<file path="src/wdk_pkg.sv">
`default_nettype none

package wdk_pkg;

  // ****************************************
  // Register map
  // ****************************************
  localparam logic [7:0] MASTER_ADDR = 8'hf0;
  localparam logic [7:0] KEY_ADDR = 8'hf1;

  // Master register fields
  localparam int ENABLE_BIT = 7;
  localparam int PERIOD_LSB = 5;
  localparam int HALT_LSB = 3;
  localparam logic [2:0] RSVD_READ = 3'h7;
  localparam logic [1:0] PERIOD_RESET = 2'h3;
  localparam logic [1:0] HALT_RESET = 2'h3;

  // Second-key command values and unmapped read value
  localparam logic [7:0] KEY_DISABLE = 8'h01;
  localparam logic [7:0] KEY_CLEAR = 8'h45;
  localparam logic [7:0] UNMAPPED_READ = 8'hff;

  // ****************************************
  // Timing
  // ****************************************
  localparam int PERIOD_BASE_BITS = 16;
  localparam int PERIOD_STEP_BITS = 2;

  // ****************************************
  // Types
  // ****************************************
  typedef enum logic [1:0]
  {
    HALT_IDLE_ONE = 2'h0,
    HALT_IDLE_TWO = 2'h1,
    HALT_STOP = 2'h2,
    HALT_RUN = 2'h3
  } wdk_halt_mode_type;

  typedef enum logic [1:0]
  {
    ST_ACTIVE = 2'h1,
    ST_HALTED = 2'h2
  } wdk_state_type;

  typedef struct packed
  {
    logic [7:0] addr;
    logic [7:0] wdata;
    logic wr;
    logic rd;
  } wdk_io_req_type;

  typedef struct packed
  {
    logic osc_run;
    logic system_clock_output;
    logic cpu_clk;
    logic ctc_clk;
    logic pio_sio_clk;
    logic wdog_clk;
  } wdk_clk_gate_type;

endpackage : wdk_pkg

`default_nettype wire

</file>
<file path="src/wdk_counter.sv">
`timescale 1ns/1ps
`default_nettype none

module wdk_counter
#(
  parameter int BASE_BITS = wdk_pkg::PERIOD_BASE_BITS
)
(
  input wire logic mclk,
  input wire logic nrst,
  input wire logic ce,
  input wire logic run,
  input wire logic clr,
  input wire logic [1:0] sel,
  output logic expire
);

  localparam int CW = BASE_BITS + 3 * wdk_pkg::PERIOD_STEP_BITS;

  logic [CW-1:0] cnt_q;
  logic [CW-1:0] cnt_d;
  logic [CW-1:0] last;
  logic expire_q;
  logic expire_d;

  // Period grows by a factor of four per select step
  assign last = (CW'(1) << (BASE_BITS + wdk_pkg::PERIOD_STEP_BITS * 32'(sel)))
    - CW'(1);

  always_comb
  begin
    cnt_d = cnt_q;
    expire_d = 1'b0;
    if (clr || !run)
    begin
      cnt_d = '0;
    end
    else if (cnt_q >= last)
    begin
      cnt_d = '0;
      expire_d = 1'b1;
    end
    else
    begin
      cnt_d = cnt_q + CW'(1);
    end
  end

  always_ff @(posedge mclk)
  begin
    if (!nrst)
    begin
      cnt_q <= '0;
      expire_q <= 1'b0;
    end
    else if (ce)
    begin
      cnt_q <= cnt_d;
      expire_q <= expire_d;
    end
  end

  assign expire = expire_q;

endmodule : wdk_counter

`default_nettype wire

</file>
<file path="src/wdk_watchdog.sv">
`timescale 1ns/1ps
`default_nettype none

// Overview of operation
// - Master register at F0h, key command register at F1h in I/O space.
// - Writing enable bit one with period starts watchdog, no key needed.
// - Stop only after enable written zero, then key 01h written.
// - Writing the clear key restarts the watchdog count.
// - Key register is write-only; reading it changes nothing.
// - Watchdog never raises an interrupt; only the timeout output.
// - Period select field resets to 11.
// - Halt mode changes only on master write after key 01h.
// - Halt mode 00 idle-one, 01 idle-two, 10 stop, 11 run; resets run.
// - Reserved master bits are written 011 and always read 111.
// - Master write alone can never disable supervision.
// - Idle-one halt: oscillator and counter/timer clock run, clock output and other internal clocks stop.
// - Idle-two halt: oscillator, counter/timer, clock output keep running.
// - Stop halt: oscillator, clock output and all internal clocks stop.
module wdk_watchdog
#(
  parameter int BASE_BITS = wdk_pkg::PERIOD_BASE_BITS
)
(
  input wire logic mclk,
  input wire logic nrst,
  input wire logic ce,
  input wire wdk_pkg::wdk_io_req_type io_req,
  output logic [7:0] io_rdata,
  input wire logic halt_fetch_t4,
  input wire logic halt_exit,
  output wdk_pkg::wdk_clk_gate_type clk_gate,
  output logic [1:0] halt_power_mode_field,
  output logic wdog_enable_flag,
  output logic wdog_timeout
);

  // ****************************************
  // Address decode
  // ****************************************
  function automatic logic hit(input logic [7:0] a, input logic [7:0] r);
    hit = (a == r);
  endfunction : hit

  logic master_wr;
  logic key_wr;
  logic master_rd;

  assign master_wr = io_req.wr && hit(io_req.addr, wdk_pkg::MASTER_ADDR);
  assign key_wr = io_req.wr && hit(io_req.addr, wdk_pkg::KEY_ADDR);
  assign master_rd = io_req.rd && hit(io_req.addr, wdk_pkg::MASTER_ADDR);

  // ****************************************
  // Master register and double key
  // ****************************************
  logic en_q, en_d;
  logic dis_req_q, dis_req_d;
  logic halt_arm_q, halt_arm_d;
  logic [1:0] period_q, period_d;
  logic [1:0] halt_q, halt_d;
  logic [7:0] rdata_q, rdata_d;
  logic clr_pulse;

  always_comb
  begin
    en_d = en_q;
    dis_req_d = dis_req_q;
    halt_arm_d = halt_arm_q;
    period_d = period_q;
    halt_d = halt_q;
    clr_pulse = 1'b0;
    rdata_d = rdata_q;
    if (master_wr)
    begin
      period_d = io_req.wdata[wdk_pkg::PERIOD_LSB +: 2];
      if (io_req.wdata[wdk_pkg::ENABLE_BIT])
      begin
        if (!en_q)
        begin
          clr_pulse = 1'b1;
        end
        en_d = 1'b1;
        dis_req_d = 1'b0;
      end
      else
      begin
        // Zero only arms the stop; runaway code cannot finish it alone
        dis_req_d = 1'b1;
      end
      if (halt_arm_q)
      begin
        halt_d = io_req.wdata[wdk_pkg::HALT_LSB +: 2];
      end
      halt_arm_d = 1'b0;
    end
    else if (key_wr)
    begin
      if (io_req.wdata == wdk_pkg::KEY_DISABLE)
      begin
        halt_arm_d = 1'b1;
        if (dis_req_q)
        begin
          en_d = 1'b0;
          dis_req_d = 1'b0;
        end
      end
      else if (io_req.wdata == wdk_pkg::KEY_CLEAR)
      begin
        clr_pulse = 1'b1;
      end
    end
    if (io_req.rd)
    begin
      // Key register and unmapped reads return a constant, no side effect
      rdata_d = master_rd
        ? {en_q, period_q, halt_q, wdk_pkg::RSVD_READ}
        : wdk_pkg::UNMAPPED_READ;
    end
  end

  always_ff @(posedge mclk)
  begin
    if (!nrst)
    begin
      en_q <= 1'b0;
      dis_req_q <= 1'b0;
      halt_arm_q <= 1'b0;
      period_q <= wdk_pkg::PERIOD_RESET;
      halt_q <= wdk_pkg::HALT_RESET;
      rdata_q <= '0;
    end
    else if (ce)
    begin
      en_q <= en_d;
      dis_req_q <= dis_req_d;
      halt_arm_q <= halt_arm_d;
      period_q <= period_d;
      halt_q <= halt_d;
      rdata_q <= rdata_d;
    end
  end

  // ****************************************
  // Halt power-down control
  // ****************************************
  wdk_pkg::wdk_state_type state_q, state_d;
  wdk_pkg::wdk_clk_gate_type gate_q, gate_d;

  always_comb
  begin
    state_d = state_q;
    unique case (state_q)
      wdk_pkg::ST_ACTIVE:
      begin
        if (halt_fetch_t4)
        begin
          state_d = wdk_pkg::ST_HALTED;
        end
      end
      wdk_pkg::ST_HALTED:
      begin
        if (halt_exit)
        begin
          state_d = wdk_pkg::ST_ACTIVE;
        end
      end
      default:
      begin
        state_d = wdk_pkg::ST_ACTIVE;
      end
    endcase
    gate_d = '1;
    if (state_d == wdk_pkg::ST_HALTED)
    begin
      unique case (wdk_pkg::wdk_halt_mode_type'(halt_q))
        wdk_pkg::HALT_IDLE_ONE:
        begin
          gate_d = '0;
          gate_d.osc_run = 1'b1;
          gate_d.ctc_clk = 1'b1;
        end
        wdk_pkg::HALT_IDLE_TWO:
        begin
          gate_d = '0;
          gate_d.osc_run = 1'b1;
          gate_d.ctc_clk = 1'b1;
          gate_d.system_clock_output = 1'b1;
        end
        wdk_pkg::HALT_STOP:
        begin
          gate_d = '0;
        end
        wdk_pkg::HALT_RUN:
        begin
          gate_d = '1;
        end
      endcase
    end
  end

  always_ff @(posedge mclk)
  begin
    if (!nrst)
    begin
      state_q <= wdk_pkg::ST_ACTIVE;
      gate_q <= '1;
    end
    else if (ce)
    begin
      state_q <= state_d;
      gate_q <= gate_d;
    end
  end

  // ****************************************
  // Timeout counter
  // ****************************************
  // Frozen with the watchdog clock during a gated halt
  wdk_counter #(
    .BASE_BITS(BASE_BITS)
  ) u_counter (
    .mclk(mclk),
    .nrst(nrst),
    .ce(ce && gate_q.wdog_clk),
    .run(en_q),
    .clr(clr_pulse && ce),
    .sel(period_q),
    .expire(wdog_timeout)
  );

  assign io_rdata = rdata_q;
  assign clk_gate = gate_q;
  assign halt_power_mode_field = halt_q;
  assign wdog_enable_flag = en_q;

endmodule : wdk_watchdog

`default_nettype wire

</file>
<file path="config.mk">
export PLATFORM = sky130hd
export DESIGN_NAME = wdk_watchdog
export DESIGN_NICKNAME = d
export VERILOG_FILES = /design/src/wdk_pkg.sv /design/src/wdk_counter.sv /design/src/wdk_watchdog.sv
export SDC_FILE = /design/constraint.sdc
export NUM_CORES = 1
export LEC_CHECK = 0
export BUFFER_PORTS_ARGS = -buffer_cell sky130_fd_sc_hd__buf_2
export CORE_UTILIZATION = 50
export CTS_CLUSTER_DIAMETER = 120
export CTS_CLUSTER_SIZE = 14
export DETAILED_ROUTE_END_ITERATION = 8
export MAX_ROUTING_LAYER = met4
export PLACE_DENSITY = 0.81
export REMOVE_ABC_BUFFERS = 1
export SYNTH_ARGS = -nofsm -noshare
export SYNTH_HDL_FRONTEND = slang
export SYNTH_SLANG_ARGS = --single-unit
</file>
<file path="constraint.sdc">
create_clock -name mclk -period 2.1 [get_ports mclk]
set_input_delay 0.21 -clock mclk [delete_from_list [all_inputs] [get_ports mclk]]
set_output_delay 0.21 -clock mclk [all_outputs]
set_load 0.01 [all_outputs]
</file>
==> impl_metrics.env <==
export IMPL_vias=2447
export IMPL_path_cells="nand2_4 -> ha_4 -> nand4_1 -> o41ai_2 -> nor2_1 -> buf_4 -> nand3b_1 -> buf_4 -> o31a_1 -> o22ai_2"
export IMPL_antenna_found_initial=0
export IMPL_synth_top_area_share=0.352
export IMPL_status="complete, but fails checks"
export IMPL_hpwl_um=4320
export IMPL_nets=381
export IMPL_end_kind="flop"
export IMPL_setup_viol=11
export IMPL_path_max_fanout=4
export IMPL_holdWs_ns=0.146
export IMPL_h_tree_depth=2
export IMPL_drc=0
export IMPL_p_leak_nw=1.17
export IMPL_hold_viol=0
export IMPL_nFillCells=350
export IMPL_worst_setup_path_start_kind="flop"
export IMPL_synth_top_family_by_area="simple AND/OR/NAND/NOR gates"
export IMPL_max_slew_worst_pin_slew_ns=0.483
export IMPL_area_growth_pct=27.2
export IMPL_syn_avg_cell_area_um2=8.05
export IMPL_synthMuxAreaShare=0.0129
export IMPL_min_from="io_req[7]"
export IMPL_syn_inst=290
export IMPL_yosys_area_top_type="dfxtp_1"
export IMPL_clk_latency_ns=0.30
export IMPL_drt_first_iter_violations=145
export IMPL_cp_slowest_cell="o41ai_2"
export IMPL_cts_buffers=5
export IMPL_fmax_mhz=453
export IMPL_yosys_area_share_simple=0.309
export IMPL_grt_overflow_total=0
export IMPL_synth_seq_cells=41
export IMPL_io_pins=41
export IMPL_fin_ws_ns=-0.106
export IMPL_power_density_nw_per_um2=538
export IMPL_cp_slowest_stage_delay_ns=0.44
export IMPL_max_cap_viol_count=0
export IMPL_synth_async_reset_ratio=0
export IMPL_grt_pass1_vias=2130
export IMPL_clk_path_buf_depth=2
export IMPL_die_h_um=70.3
export IMPL_synth_fa_ha_area_frac=0.0375
export IMPL_regArea_um2=826
export IMPL_rsz0062_at_grt="yes"
export IMPL_fin_crit_ns=2.21
export IMPL_grt_pass1_wl_um=10000
export IMPL_cts_tree="built"
export IMPL_dr_pass1_iters=5
export IMPL_yosysSeqAreaShare=0.352
export IMPL_drive_above_1_share=0.310
export IMPL_cts_sinks=41
export IMPL_peakVddDrop_uv=277
export IMPL_synthFlopType="dfxtp_1"
export IMPL_synth_xor_xnor_area_share=0
export IMPL_path_clk_slew_ns=0.08
export IMPL_core_um2=4410
export IMPL_grt_max_degree=22
export IMPL_cts_root_buffer="clkbuf_8"
export IMPL_antenna_cells=0
export IMPL_critPathArrivalTime_ns=2.40
export IMPL_skew_ns=0.00241
export IMPL_initial_core_util=0.529
export IMPL_finalCritPeriodShare=1.05
export IMPL_hold_class="in -> reg"
export IMPL_slew_viol_final=0
export IMPL_place_congestion=0.895
export IMPL_drt_total_wl_um=6400
export IMPL_mappedNetlistArea_um2=2330
export IMPL_viasPerCell=6.06
export IMPL_io_buffer_count=40
export IMPL_synth_compound_area_share=0.220
export IMPL_die_w_um=70.3
export IMPL_ys_types=58
export IMPL_multiInputGateArea_um2=1460
export IMPL_critPathLaunch="period_q[1]$_SDFFE_PN1P_"
export IMPL_finalSetupTns_ns=-0.504
export IMPL_rows=24
export IMPL_wire_per_inst_um=15.8
export IMPL_cp_required_ns=2.30
export IMPL_final_antenna_net_count=0
export IMPL_yosys_warnings=0
export IMPL_slew_headroom=0.669
export IMPL_synth_edf_count=0
export IMPL_crit_type="reg -> reg"
export IMPL_dieArea_um2=4940
export IMPL_total_power_w=0.00160
export IMPL_grt_usage=0.258
export IMPL_synth_area_leaders="dfxtp_1 (35%), nand2_1 (5.8%), nand3_1 (4.5%), ha_1 (3.8%), nor2_1 (3.1%)"
export IMPL_crit_path_frequent_cell="buf_4"
export IMPL_r2r_start="period_q[1]$_SDFFE_PN1P_"
export IMPL_violations="setup timing"
-- final cells by class --
type                            instances  share of cell area
Timing Repair Buffer                   73               0.153
Clock inverter                          3              0.0156
Tap cell                               52              0.0219
Inverter                               13              0.0173
Sequential cell                        41               0.278
Multi-Input combinational cell        217               0.491
Clock buffer                            5              0.0232
-- worst max-delay path, delay by kind of cell, from the launching register on --
kind	cells	cell delay, ns
AO/OA/AOI/OAI	3	0.64
adder cells (fa/ha/maj)	1	0.27
AND/OR/NAND/NOR	4	0.50
buffers and inverters	2	0.30
flip-flops	1	0.40
-- routing by layer --
layer,vias to the layer above,global-route usage,wire length [um],share of wire
met1,1167,0.336,2830,0.44
met4,0,0.0956,111,0.017
met5,-,-,0,0
met3,11,0.0390,331,0.052
met2,75,0.405,3130,0.49
li1,1194,-,-,-
-- cell families after synthesis --
| logic type | Yosys count |
|---|---|
| AOI/OAI and AO/OA | 75 |
| DFF | 41 |
| muxes | 3 |
| and+or+nand+nor | 132 |
| adders and majority gates | 7 |
| buffers and inverters | 32 |
-- sequential cells by signal, summed over array words and instances (netlist names) --
name	cells
u_counter.cnt_q	22
io_rdata	6
clk_gate	3
halt_power_mode_field	2
period_q	2
state_q	2
dis_req_q	1
halt_arm_q	1
u_counter.expire	1
wdog_enable_flag	1
-- metrics by stage --
| step | util | instances | cell area, um^2 | worst slack, ns |
|---|---|---|---|---|
| floorplan | - | 271 | 2220 | -0.295 |
| global placement | 0.610 | 390 | 2690 | -0.0757 |
| detailed placement | 0.610 | 390 | 2690 | -0.162 |
| CTS | 0.654 | 401 | 2890 | 0.00104 |
| global route | 0.672 | 404 | 2970 | -0.191 |
| finish | 0.672 | 404 | 2970 | -0.106 |
-- synth_stat cells (all sizes together) (2+ instances only) --
master,number
or3,6
a32oi,3
o41ai,2
a211oi,2
a21o,4
or4,3
and3,8
a41oi,2
nor3,4
nand2,37
nand4,11
and4,2
or4b,2
o31ai,5
nor2,19
and2,4
inv,13
mux2i,3
a2111oi,2
buf,11
o211ai,3
o2bb2a,2
a31oi,6
nor2b,2
o21ai,21
nand2b,2
dfxtp,41
nand3,21
ha,7
nor4,5
clkbuf,8
a21oi,14
-- path summary, 6_finish.rpt --
path | slack [ns] | cells past startpoint | endpoint
hold / removal | 0.15 | 3 | period_q[0]$_SDFFE_PN1P_
setup / recovery | -0.11 | 10 | u_counter.cnt_q[2]$_SDFFE_PN0P_
hold reg to reg | 0.48 | 2 | clk_gate[4]$_SDFFE_PN1P_
setup reg to reg | -0.11 | 10 | u_counter.cnt_q[2]$_SDFFE_PN0P_
-- where the power goes --
group	internal [W]	switching, W	leakage (nW)	total [W]
registers	0.000789	0.00000828	0.332	0.000797
logic	0.0000566	0.0000823	0.779	0.000139
clock network	0.000356	0.000306	0.0543	0.000662
total	0.00120	0.000396	1.17	0.00160
-- what timing repair did --
action                     4_1_cts  5_1_grt
setup endpoints to repair       18       18
gates cloned                     0        1
hold buffers                     0        0
buffers inserted                 3        2
pin swaps                        5        8
resized for setup               10       15
-- placed cells by master, fill, tap and decap left out, types with 2 or more instances in the layout --
cell and count:
buf_2 41, dfxtp_1 39, nand2_1 34, buf_4 30
nand3_1 20, nor2_1 19, inv_1 12, o21ai_0 12
nand4_1 11, a21oi_1 9, o21ai_1 9, and3_1 8
or3_1 6, a31oi_1 6, o31ai_1 5, clkbuf_8 5
a21oi_2 4, nor4_1 4, a21o_1 4, and2_1 4
ha_4 4, o211ai_1 3, mux2i_1 3, a32oi_1 3
ha_1 3, nand2_4 2, nor3_1 2, nor3_2 2
nor2b_1 2, and4_1 2, nand2b_1 2, or4_1 2
o2bb2a_1 2, buf_6 2
Power figures use the tool's default switching activity.
